### config.mk
export PLATFORM = sky130hd
export DESIGN_NAME = rrs_exec
export DESIGN_NICKNAME = d
export VERILOG_FILES = /design/src/rrs_exec.v
export VERILOG_INCLUDE_DIRS = /design/src /design/src/src
export SDC_FILE = /design/constraint.sdc
export NUM_CORES = 1
export LEC_CHECK = 0
export ABC_CLOCK_PERIOD_IN_PS = 2600
export BUFFER_PORTS_ARGS = -buffer_cell sky130_fd_sc_hd__buf_2
export CAP_MARGIN = 20
export CORE_MARGIN = 5
export CORE_UTILIZATION = 50
export DETAILED_ROUTE_END_ITERATION = 7
export HOLD_SLACK_MARGIN = 0.15
export PLACE_DENSITY = 0.72
export REMOVE_ABC_BUFFERS = 1
export SLEW_MARGIN = 20
export SYNTH_ARGS = -nofsm -noshare
export SYNTH_HDL_FRONTEND = slang
export SYNTH_SLANG_ARGS = --single-unit
### constraint.sdc
create_clock -name clk_sys_in -period 2.6 [get_ports clk_sys_in]
set_input_delay 0.26 -clock clk_sys_in [delete_from_list [all_inputs] [get_ports clk_sys_in]]
set_output_delay 0.26 -clock clk_sys_in [all_outputs]
set_load 0.05 [all_outputs]
### src/rrs_map.vh
// Opcode patterns, field positions and timing for the return/rotate/standby unit
`ifndef RRS_MAP_VH
`define RRS_MAP_VH
`define RRS_OP_LITRET_HI  4'hd
`define RRS_OP_ROTR_HI    6'h0c
`define RRS_OP_RETURN     14'h0008
`define RRS_OP_SLEEP      14'h0063
`define RRS_DEST_BIT      7
`define RRS_ADDR_W        7
`define RRS_STACK_DEPTH   8
`define RRS_STACK_PTR_W   3
`define RRS_RETURN_CYCLES 2
`define RRS_WATCHDOG_CLEAR 8'h00
`define RRS_PRESC_CLEAR   8'h00
`endif

### src/rrs_exec.v
// Execution unit for literal return, rotate right, return and standby
`timescale 1ns/1ps
`include "rrs_map.vh"

// How it works
// RULE1 - Literal return loads literal into working register
// RULE2 - Literal return pops stack, two cycles
// RULE3 - Rotate right through carry, carry only
// RULE4 - Destination bit picks working or file
// RULE5 - Plain return pops stack, two cycles
// RULE6 - Standby clears power-down status bit
// RULE7 - Standby sets time-out status bit
// RULE8 - Standby clears watchdog counter and prescaler
// RULE9 - Standby then halts, stops oscillator
// RULE10 - Plain return encoded 00 0000 0000 1000
module rrs_exec (
  // Clock and reset
  input  wire        clk_sys_in,
  input  wire        rstn_in,
  // Instruction issue
  input  wire        instr_valid_in,
  input  wire [13:0] instr_in,
  output wire        instr_ready_out,
  // Call side of the return stack
  input  wire        push_in,
  input  wire [10:0] push_addr_in,
  // Wake from standby
  input  wire        wake_in,
  // File register read data and write port
  input  wire [7:0]  file_rdata_in,
  output reg  [6:0]  file_addr_out,
  output reg  [7:0]  file_wdata_out,
  output reg         file_we_out,
  // Core state
  output reg  [7:0]  working_reg_out,
  output reg         carry_out,
  output reg  [10:0] pc_out,
  output reg         pc_load_out,
  output reg         timeout_status_bit_out,
  output reg         powerdown_status_bit_out,
  output reg  [7:0]  watchdog_counter_out,
  output reg  [7:0]  watchdog_prescaler_out,
  output reg         sleep_out,
  output reg         osc_stop_out
);

  // One-hot sequencer states
  localparam ST_RUN   = 3'b001;
  localparam ST_POP   = 3'b010;
  localparam ST_SLEEP = 3'b100;

  // Reset synchroniser
  reg                         rst_meta;
  reg                         rst_sync;
  // Sequencer and return stack
  reg  [2:0]                  state;
  reg  [2:0]                  next_state;
  reg  [10:0]                 stack_mem [0:`RRS_STACK_DEPTH-1];
  reg  [`RRS_STACK_PTR_W-1:0] sp;
  reg  [`RRS_STACK_PTR_W-1:0] next_sp;
  // Next values of the registered outputs
  reg  [7:0]                  next_working;
  reg                         next_carry;
  reg  [10:0]                 next_pc;
  reg                         next_pc_load;
  reg  [6:0]                  next_file_addr;
  reg  [7:0]                  next_file_wdata;
  reg                         next_file_we;
  reg                         next_timeout;
  reg                         next_powerdown;
  reg  [7:0]                  next_wd_count;
  reg  [7:0]                  next_wd_presc;
  reg                         next_sleep;
  reg                         next_osc_stop;

  // Decode and helpers
  wire                        rstn;
  wire                        in_run;
  wire                        take;
  wire                        push_ok;
  wire                        is_litret;
  wire                        is_rotr;
  wire                        is_return;
  wire                        is_sleep;
  wire                        wd_wrap;
  wire [7:0]                  rot;
  wire [`RRS_STACK_PTR_W-1:0] sp_dec;
  wire [`RRS_STACK_PTR_W-1:0] sp_inc;

  assign rstn      = rst_sync;
  assign in_run    = (state == ST_RUN);
  // Nothing is accepted until the synchronised reset has let go
  assign take      = instr_valid_in && in_run && rstn;
  // A push only counts when no instruction is taken in that cycle
  assign push_ok   = push_in && in_run && !take && rstn;
  assign is_litret = (instr_in[13:10] == `RRS_OP_LITRET_HI); // [RULE1]
  assign is_rotr   = (instr_in[13:8] == `RRS_OP_ROTR_HI);    // [RULE3]
  assign is_return = (instr_in == `RRS_OP_RETURN);           // [RULE10]
  assign is_sleep  = (instr_in == `RRS_OP_SLEEP);            // [RULE6]
  assign wd_wrap   = &watchdog_prescaler_out;
  assign rot       = {carry_out, file_rdata_in[7:1]};        // [RULE3]
  assign sp_dec    = sp - 1'b1;
  assign sp_inc    = sp + 1'b1;

  // Busy in reset, in the second cycle of returns and during standby
  assign instr_ready_out = in_run && rstn;

  always @(posedge clk_sys_in or negedge rstn_in) begin
    if (!rstn_in) begin
      rst_meta <= 1'b0;
      rst_sync <= 1'b0;
    end else begin
      rst_meta <= 1'b1;
      rst_sync <= rst_meta;
    end
  end

  // Stack storage has no reset; only the pointer does
  genvar g;
  generate
    for (g = 0; g < `RRS_STACK_DEPTH; g = g + 1) begin : g_stack
      localparam [`RRS_STACK_PTR_W-1:0] IDX = g;
      always @(posedge clk_sys_in) begin
        if (push_ok && (sp == IDX))
          stack_mem[g] <= push_addr_in;
      end
    end
  endgenerate

  always @* begin
    next_state      = state;
    next_sp         = sp;
    next_working    = working_reg_out;
    next_carry      = carry_out;
    next_pc         = pc_out;
    next_pc_load    = 1'b0;
    next_file_addr  = file_addr_out;
    next_file_wdata = file_wdata_out;
    next_file_we    = 1'b0;
    next_timeout    = timeout_status_bit_out;
    next_powerdown  = powerdown_status_bit_out;
    next_wd_count   = watchdog_counter_out;
    next_wd_presc   = watchdog_prescaler_out;
    next_sleep      = sleep_out;
    next_osc_stop   = osc_stop_out;
    case (state)
      ST_RUN: begin
        // Watchdog counts only in ST_RUN; it holds in the pop cycle and in standby
        next_wd_presc = watchdog_prescaler_out + 8'h01;
        if (wd_wrap)
          next_wd_count = watchdog_counter_out + 8'h01;
        if (push_ok)
          next_sp = sp_inc;
        if (take && is_litret) begin
          next_working = instr_in[7:0];                // [RULE1]
          next_state   = ST_POP;                       // [RULE2]
        end else if (take && is_return) begin
          next_state = ST_POP;                         // [RULE5]
        end else if (take && is_rotr) begin
          next_carry = file_rdata_in[0];               // [RULE3]
          if (instr_in[`RRS_DEST_BIT]) begin
            next_file_addr  = instr_in[6:0];           // [RULE4]
            next_file_wdata = rot;                     // [RULE4]
            next_file_we    = 1'b1;                    // [RULE4]
          end else begin
            next_working = rot;                        // [RULE4]
          end
        end else if (take && is_sleep) begin
          next_powerdown = 1'b0;                       // [RULE6]
          next_timeout   = 1'b1;                       // [RULE7]
          next_wd_count  = `RRS_WATCHDOG_CLEAR;        // [RULE8]
          next_wd_presc  = `RRS_PRESC_CLEAR;           // [RULE8]
          next_sleep     = 1'b1;                       // [RULE9]
          next_osc_stop  = 1'b1;                       // [RULE9]
          next_state     = ST_SLEEP;                   // [RULE9]
        end
      end
      ST_POP: begin
        // Second cycle: pop and load the return address
        next_pc      = stack_mem[sp_dec];              // [RULE2] [RULE5]
        next_pc_load = 1'b1;
        next_sp      = sp_dec;
        next_state   = ST_RUN;
      end
      ST_SLEEP: begin
        // Watchdog frozen while the oscillator is stopped
        if (wake_in) begin
          next_sleep    = 1'b0;
          next_osc_stop = 1'b0;
          next_state    = ST_RUN;
        end
      end
      default: begin
        next_state = ST_RUN;
      end
    endcase
  end

  always @(posedge clk_sys_in or negedge rstn) begin
    if (!rstn) begin
      state                    <= ST_RUN;
      sp                       <= {`RRS_STACK_PTR_W{1'b0}};
      working_reg_out          <= 8'h00;
      carry_out                <= 1'b0;
      pc_out                   <= 11'h000;
      pc_load_out              <= 1'b0;
      file_addr_out            <= 7'h00;
      file_wdata_out           <= 8'h00;
      file_we_out              <= 1'b0;
      timeout_status_bit_out   <= 1'b1;
      powerdown_status_bit_out <= 1'b1;
      watchdog_counter_out     <= 8'h00;
      watchdog_prescaler_out   <= 8'h00;
      sleep_out                <= 1'b0;
      osc_stop_out             <= 1'b0;
    end else begin
      state                    <= next_state;
      sp                       <= next_sp;
      working_reg_out          <= next_working;
      carry_out                <= next_carry;
      pc_out                   <= next_pc;
      pc_load_out              <= next_pc_load;
      file_addr_out            <= next_file_addr;
      file_wdata_out           <= next_file_wdata;
      file_we_out              <= next_file_we;
      timeout_status_bit_out   <= next_timeout;
      powerdown_status_bit_out <= next_powerdown;
      watchdog_counter_out     <= next_wd_count;
      watchdog_prescaler_out   <= next_wd_presc;
      sleep_out                <= next_sleep;
      osc_stop_out             <= next_osc_stop;
    end
  end

endmodule

After elaboration in Yosys (flattened, before gate mapping)
Memories as Yosys holds them, arrays and structs flattened. A register that Yosys moved wholly into a read port is not among the register bits. Index checks and enable logic that the tools add are counted.

Magnitude comparators: 0. Bitwise logic cells: 3. Divide/modulo/power cells: 0. Multiplexer cells: 70. Reductions and logical operators: 39. Add/sub/neg operators: 4. $mul: 0. Shift-type cells: 0. Equal/unequal tests: 24.

Operator list (count): 8-bit 2-to-1 mux (13); 11-bit 2-to-1 mux (7); 11-bit OR reduction (7); 3-bit 2-to-1 mux (13); 1-bit 2-to-1 mux (34); 1-bit logical AND (18); 8-bit by 1-bit adder with 8-bit output, second input constant (2); 3-bit == test, second input constant (5); 14-bit by 4-bit == test with 1-bit output, second input constant (1); 14-bit by 7-bit == test with 1-bit output, second input constant (1); 3-bit case mux with 2 select lines (2); 2-bit inequality test, second input constant (5); 5-bit AND reduction (2); 3-bit by 2-bit == test with 1-bit output, second input constant (3); 4-bit AND reduction (2); 8-bit AND reduction (1); 3-bit by 1-bit == test with 1-bit output, second input constant (2); 6-bit by 4-bit == test with 1-bit output, second input constant (1); 2-bit by 1-bit inequality test with 1-bit output, second input constant (3); 6-bit AND reduction (1); 2-bit nonzero test (3); 4-bit == test, second input constant (1); 4-bit by 1-bit inequality test with 1-bit output, second input constant (1); 4-bit inequality test, second input constant (1); 8 further kinds (11).

Bits in writable memories: 88. Input port bits: 38. Latch bits: 0. Output and inout port bits: 58. Memories kept: 1. Flip-flop bits (word level): 52. Memory bits (read-only): 0. Word-level logic and storage cells: 155.

Memories: stack_mem (words 8, width 11, rd ports 1, clocked after Yosys merged registers in 1, wr ports 1, line rrs_exec.v:58) `` reg [10:0] stack_mem [0:`RRS_STACK_DEPTH-1]; ``.

Logic depth before layout (Yosys ltp)
Gate-level depths: netlist (run 1).

Word-level depth: 17. Depth in mapped cells: 9. Gate-level depth less buffers: 5.

Worst setup path before layout (run 1)
No wires, ideal clock.

Path type: flip-flop to flip-flop. Start point: reg rst_sync. End point: reg file_addr_out[0]. Period minus slack after synthesis: 3093 ps. Setup slack: -493 ps. Arrival: 2968 ps. Data required time: 2475 ps. Library setup time: 125 ps. Stages on the path, launching flop included: 7. Buffers on the path: 2. Path through: dfrtp_1 > nand2_1 > nor3_1 > and3_1 > clkbuf_1 > buf_2 > mux2_2.

Longest elaborated chain between the ends: 4. Elaborated cells on any way between the ends: 7. Those cells by class: bitwise: 2; reduce/logical: 5.

Ends and longest elaborated chain: start, declared (line rrs_exec.v:54) `reg rst_sync;`; start signal, assigned (line rrs_exec.v:114) `rst_sync <= rst_meta;`; 1-bit logical AND (*) (line rrs_exec.v:93) `assign take = instr_valid_in && in_run && rstn;`; 1-bit logical AND (on tied branches) (line rrs_exec.v:157, rrs_exec.v:154); 1-bit inverter (no source line); 5-bit AND reduction (no source line) (*); end signal, assigned (line rrs_exec.v:223) `file_addr_out <= next_file_addr;`; end, declared (line rrs_exec.v:31) `output reg [6:0] file_addr_out,`.

Mark *: on every way between the ends. The rest lies on a longest branch, timed or not. A chain may end at the register's enable or synchronous reset.

Worst setup path in the final report (run 1)
Start point: reg state[0]. End point: reg watchdog_counter_out[7].

Longest elaborated chain between the ends: 8. Elaborated cells on any way between the ends: 11. Those cells by class: eq/ne: 1; mux: 4; reduce/logical: 6.

Ends and longest elaborated chain: start, declared (line rrs_exec.v:56) `reg [2:0] state;`; start signal, assigned (line rrs_exec.v:217) `state <= next_state;`; 3-bit by 1-bit == test with 1-bit output (*) (line rrs_exec.v:91, rrs_exec.v:146); 1-bit logical AND (2 in series) (line rrs_exec.v:93); 1-bit logical AND (line rrs_exec.v:168) `end else if (take && is_sleep) begin`; 8-bit 2-to-1 mux (line rrs_exec.v:168); 8-bit 2-to-1 mux (line rrs_exec.v:159) `end else if (take && is_rotr) begin`; 8-bit 2-to-1 mux (line rrs_exec.v:157) `end else if (take && is_return) begin`; 8-bit 2-to-1 mux (line rrs_exec.v:154) `if (take && is_litret) begin`; end signal, assigned (line rrs_exec.v:228) `watchdog_counter_out <= next_wd_count;`; end, declared (line rrs_exec.v:41) `output reg [7:0] watchdog_counter_out,`.

Marks and branches as above.

==> results of run 1 <==
## sequential cells by signal (all words and copies together), names as in the netlist
register / flops
working_reg_out: 8
sp: 3
pc_out: 11
osc_stop_out: 1
file_we_out: 1
watchdog_prescaler_out: 8
powerdown_status_bit_out: 1
rst_meta: 1
file_wdata_out: 8
stack_mem: 88
rst_sync: 1
file_addr_out: 7
carry_out: 1
watchdog_counter_out: 8
pc_load_out: 1
state: 3
## cell families after synthesis
| logic type | synth area share |
|---|---|
| AND/OR/NAND/NOR | 0.08289 |
| flip-flops | 0.6855 |
| buffers and inverters | 0.01788 |
| multiplexers | 0.1308 |
| adder cells (fa/ha/maj) | 0.01829 |
| other | 0.0006089 |
| AO/OA/AOI/OAI | 0.04551 |
| XOR/XNOR | 0.01849 |
## power groups by stage
stage / sequential [mW] / clock, mW / combinational, mW
after CTS: 2.88 / 2.38 / 2.17
after global routing: 2.90 / 2.48 / 2.33
after floorplan: 3.35 / 0 / 1.10
final: 2.88 / 2.32 / 2.12
after detailed placement: 2.93 / 0 / 2.13
after global placement: 2.91 / 0 / 2.10
## metal layers
layer | GRT usage | part of all wire | wire length (µm)
met1 | 0.2356 | 0.43 | 5586
met2 | 0.3112 | 0.48 | 6242
met3 | 0.04988 | 0.064 | 827
met4 | 0.08357 | 0.018 | 233
met5 | 0 | 0 | 0
## worst paths after layout
check                      slack, ns                      end   startpoint
setup / recovery                0.26  watchdog_counter_out[7]     state[0]
hold / removal                  0.17         file_addr_out[5]  instr_in[5]
setup reg to reg                0.26  watchdog_counter_out[7]     state[0]
hold reg to reg                 0.33         file_addr_out[6]     rst_sync
max in group asynchronous       1.76                 rst_sync      rstn_in
min in group asynchronous       0.33         file_addr_out[6]     rst_sync
## cell type report
class | count | share of cell area
Sequential cell | 151 | 0.5389
Multi-Input combinational cell | 212 | 0.2342
Timing Repair Buffer | 152 | 0.1245
Clock buffer | 19 | 0.05525
Tap cell | 168 | 0.02682
Clock inverter | 13 | 0.01692
Inverter | 7 | 0.003353
## synth_stat cells (9+ instances only)
library cell and n:
a21oi_1 15, a2bb2oi_1 9, and3_1 9, clkbuf_1 12, dfrtp_1 61, edfxtp_1 88, ha_1 9, mux2_2 16
mux2i_1 13, mux4_2 22, nand2_1 11, nor2_1 28, o22ai_1 9, xnor2_1 9
## repair_timing
action	in CTS	in global routing
gates resized for setup	0	0
hold endpoints to repair	105	0
hold buffers	28	0
==> impl_metrics.ini, run 1 <==
[outcome]
outcome = complete, no violations

[clock_network]
cts_sinks = 151
clock_path_buffers = 2
clkTransAtPathRegs_ns = 0.06
ctsRootBufferMaster = clkbuf_16
cts_htree_levels = 4
numCtsBuffers = 17
clk_latency_ns = 0.42
tritoncts = built
post-cts-setup-buffers = 0

[power_and_ir_drop]
leakage_nw = 3.325
intPower_mw = 5.040
vdd_ir_drop_max_uv = 691.5
p_clk_frac = 0.317
p_per_area_nw_per_um2 = 935.0
p_comb_frac = 0.290
switching_power_mw = 2.286
seqPwrFrac = 0.394
switching_share = 0.3121
p_total_mw = 7.327

[placed_design]
gp_congestion = 0.8111
dp_cells = 662
placed_cell_area_um2 = 6990
detailedPlace.worstSlack_ns = 0.2608
hpwl_mm = 8.687
io_buffers = 94

[logic_synthesis]
synth-edff-count = 88
syn_area_per_cell_um2 = 15.87
synth_seq_area_share = 0.6855
ys_ff_latch = 151
synthTopCellsByArea = edfxtp_1 43%, dfrtp_1 25%, mux4_2 8.0%, mux2_2 2.9%, mux2i_1 2.1%
async_reset_ff_frac = 0.4172
ys.flop_type = edfxtp_1
ys_types = 46
yosys_warnings = 0
synth_area_um2 = 6158
netlist_instances = 388
synth_top_cell_by_area = edfxtp_1
post-synth-top-area-fraction = 0.4291

[route]
wl_mm = 12.89
wl_per_cell_um = 17.85
viasPerCell = 5.313
dr.first_iter.drc_count = 333
drt_first_pass_iters = 4
vias = 3836
postRouteAntennaNets = 0
drc = 0

[sta]
fin_skew_ns = 0.007883
fin_crit_sh = 0.8986
whs_ns = 0.1743
setup_viol_count_final = 0
final.min_clock_period_ns = 2.336
hold_viol_final = 0
slew_violations = 0
fmax_mhz = 428.0
tightest_slew_ns = 0.8343
setup_ws_ns = 0.2635
maxSlewHeadroom = 0.4414
fin_tns_setup_ns = 0
rsz0062_at_grt = false

[critical_path]
worstSetupEndpointType = register
critPathArrivalTime_ns = 2.67
cp-start-kind = register
path_delay_family = simple AND/OR/NAND/NOR gates
critPathMaxFanout = 6
cp_num_buf_inv = 0
crit_required_ns = 2.93
critPathKind = reg -> reg
max_stage_delay_ns = 0.64
cp_common_cell = or4_1
cp.depth = 4
path_cells = or3b_4 -> or4_1 -> or4_1 -> a21oi_1
reg2reg_depth = 4
slowest_stage = or4_1

[floorplanning]
die_x_um = 121.0
die-height_um = 121.0
start_util = 0.5106
coreArea_um2 = 12060
dieArea_um2 = 14640
rows = 40
num_io_pins = 96

[global_route]
antenna_found_initial = 0
grt_max_degree = 37
grt_pass1_wl_mm = 20.91
grtUsageTotal = 0.1890
grt_overflow = 0
grt_pass1_vias = 4098

[layout]
multi_input_area_um2 = 1836
seqCellArea_um2 = 4223
fillCellCount = 860
final_core_util = 0.6497
final_common_cell = buf_2
area_delta_synth_final_pct = 27.25
drive_above_1_share = 0.3538
fin_cells = 722
antennaDiodeCount = 0
nets = 588
final_cell_area_um2 = 7836
final_cell_mix = 94 x buf_2, 88 x edfxtp_1, 60 x dfrtp_1

[hold_path]
hold_depth = 2
hold_class = in -> reg

[flow_run]
maxCapViolCount = 0
(Power assumes the default switching activity.)
==> run 2: changes to the inputs <==
- PLACE_DENSITY: 0.72 -> 0.81
==> impl_metrics.ini, run 2 (synthesis gave the netlist of run 1 again) <==
[layout]
reg_top3 = stack_mem x88, pc_out x11
final_cell_area_um2 = 7805
antennaDiodeCount = 0
largest_register_ff_count = 88
fin_cells = 715
max_flop_register = stack_mem
nets = 581
final_cell_mix = 94 x buf_2, 88 x edfxtp_1, 60 x dfrtp_1
final_common_cell = buf_2
area_delta_synth_final_pct = 26.74
drive_above_1_share = 0.3473

[sta]
fin_crit_sh = 0.9055
final.min_clock_period_ns = 2.354
slew_violations = 0
hold_viol_final = 0
rsz0062_at_grt = false
tightest_slew_ns = 0.9815
fin_skew_ns = 0.005914
setup_viol_count_final = 0
fmax_mhz = 424.8
maxSlewHeadroom = 0.3428
whs_ns = 0.1475

[clock_network]
post-cts-setup-buffers = 0
tritoncts = built
cts_htree_levels = 4
numCtsBuffers = 17
post_cts_resized = 0
ctsRootBufferMaster = clkbuf_16
cts_sinks = 151
clkTransAtPathRegs_ns = 0.06
clock_path_buffers = 2
cts.hold.buffers_added = 29
clk_latency_ns = 0.42

[power_and_ir_drop]
p_clk_frac = 0.307
p_total_mw = 7.287
intPower_mw = 4.901
p_per_area_nw_per_um2 = 933.6
seqPwrFrac = 0.395
vdd_ir_drop_max_uv = 648.2
switching_share = 0.3274
leakage_nw = 3.302
p_comb_frac = 0.298
switching_power_mw = 2.386

[critical_path]
cp-start-kind = register
crit_required_ns = 2.95
reg2reg_depth = 4
critPathMaxFanout = 6
critPathArrivalTime_ns = 2.70
critPathKind = reg -> reg
worstSetupEndpointType = register

[route]
dr.first_iter.drc_count = 476
wl_per_cell_um = 18.75
drc = 0
wl_mm = 13.41
postRouteAntennaNets = 0
vias = 3911
drt_first_pass_iters = 4
viasPerCell = 5.470

[global_route]
grt_pass1_vias = 4094
grt_max_degree = 53
met3_usage = 0.05501
grtUsageMet1 = 0.2412
grt_busiest_layer = met2
antenna_found_initial = 0
grtUsageTotal = 0.1945
grt_pass1_wl_mm = 21.42
grt_overflow = 0
grtUsageMet2 = 0.3303

[floorplanning]
die_x_um = 121.0
die-height_um = 121.0
coreArea_um2 = 12060
num_io_pins = 96
rows = 40
start_util = 0.5106
dieArea_um2 = 14640

[flow_run]
maxCapViolCount = 0

[placed_design]
gp_congestion = 0.8390
dp_cells = 654
hpwl_mm = 8.587
io_buffers = 94
placed_cell_area_um2 = 6968

[hold_path]
hold_class = reg -> async

[outcome]
outcome = complete, no violations
-- run 2: cell count changes in the layout (fill, tap and decap cells not counted), sizes merged --
| cell | previous run | this run |
|---|---|---|
| clkbuf | 19 | 18 |
| clkinvlp | 5 | 1 |
| clkinv | 6 | 7 |
| bufinv | 2 | 0 |
| buf | 124 | 116 |
| inv | 7 | 13 |
| dlygate4sd3 | 28 | 29 |
-- run 2: routing by layer --
layer | part of all wire | wire [µm]
met1 | 0.41 | 5505
met2 | 0.50 | 6729
met3 | 0.070 | 943
met4 | 0.017 | 229
met5 | 0 | 0
-- run 2: stage by stage --
step	worst slack (ns)	utilization	setup TNS [ns]
2_1_floorplan	-0.9098	-	-62.60
3_3_place_gp	0.3166	0.5777	0
3_5_place_dp	0.2651	0.5777	0
4_1_cts	0.2485	0.6471	0
5_1_grt	0.1873	0.6471	0
6_report	0.2458	0.6471	0
-- run 2: power by group through the flow --
stage	combinational, mW	sequential, mW	clock [mW]
global route	2.34	2.90	2.41
global placement	2.10	2.91	0
floorplan	1.10	3.35	0
finish	2.17	2.88	2.24
CTS	2.19	2.88	2.29
detailed placement	2.15	2.92	0
-- run 2: critical path, stage by stage (launching register included) --
cell     delay [ns]
dfstp_2        0.57
or3b_4         0.39
or4_1          0.64
or4_1          0.52
a21oi_1        0.17
-- run 2: final timing paths --
| kind | from | end | slack (ns) |
|---|---|---|---|
| setup / recovery | state[0] | watchdog_counter_out[7] | 0.25 |
| hold / removal | rst_sync | working_reg_out[7] | 0.15 |
| setup reg to reg | state[0] | watchdog_counter_out[7] | 0.25 |
| hold reg to reg | rst_sync | working_reg_out[7] | 0.15 |
| max in group asynchronous | rst_sync | watchdog_prescaler_out[7] | 1.44 |
| min in group clk_sys_in | wake_in | state[2] | 0.20 |
-- run 2: layout make-up --
cell class                      instances  area (µm²)
Clock buffer                           18       429.2
Clock inverter                         14       117.6
Fill cell                             830        4257
Inverter                                7       26.28
Multi-Input combinational cell        212        1836
Sequential cell                       151        4223
Tap cell                              168       210.2
Timing Repair Buffer                  145       963.4
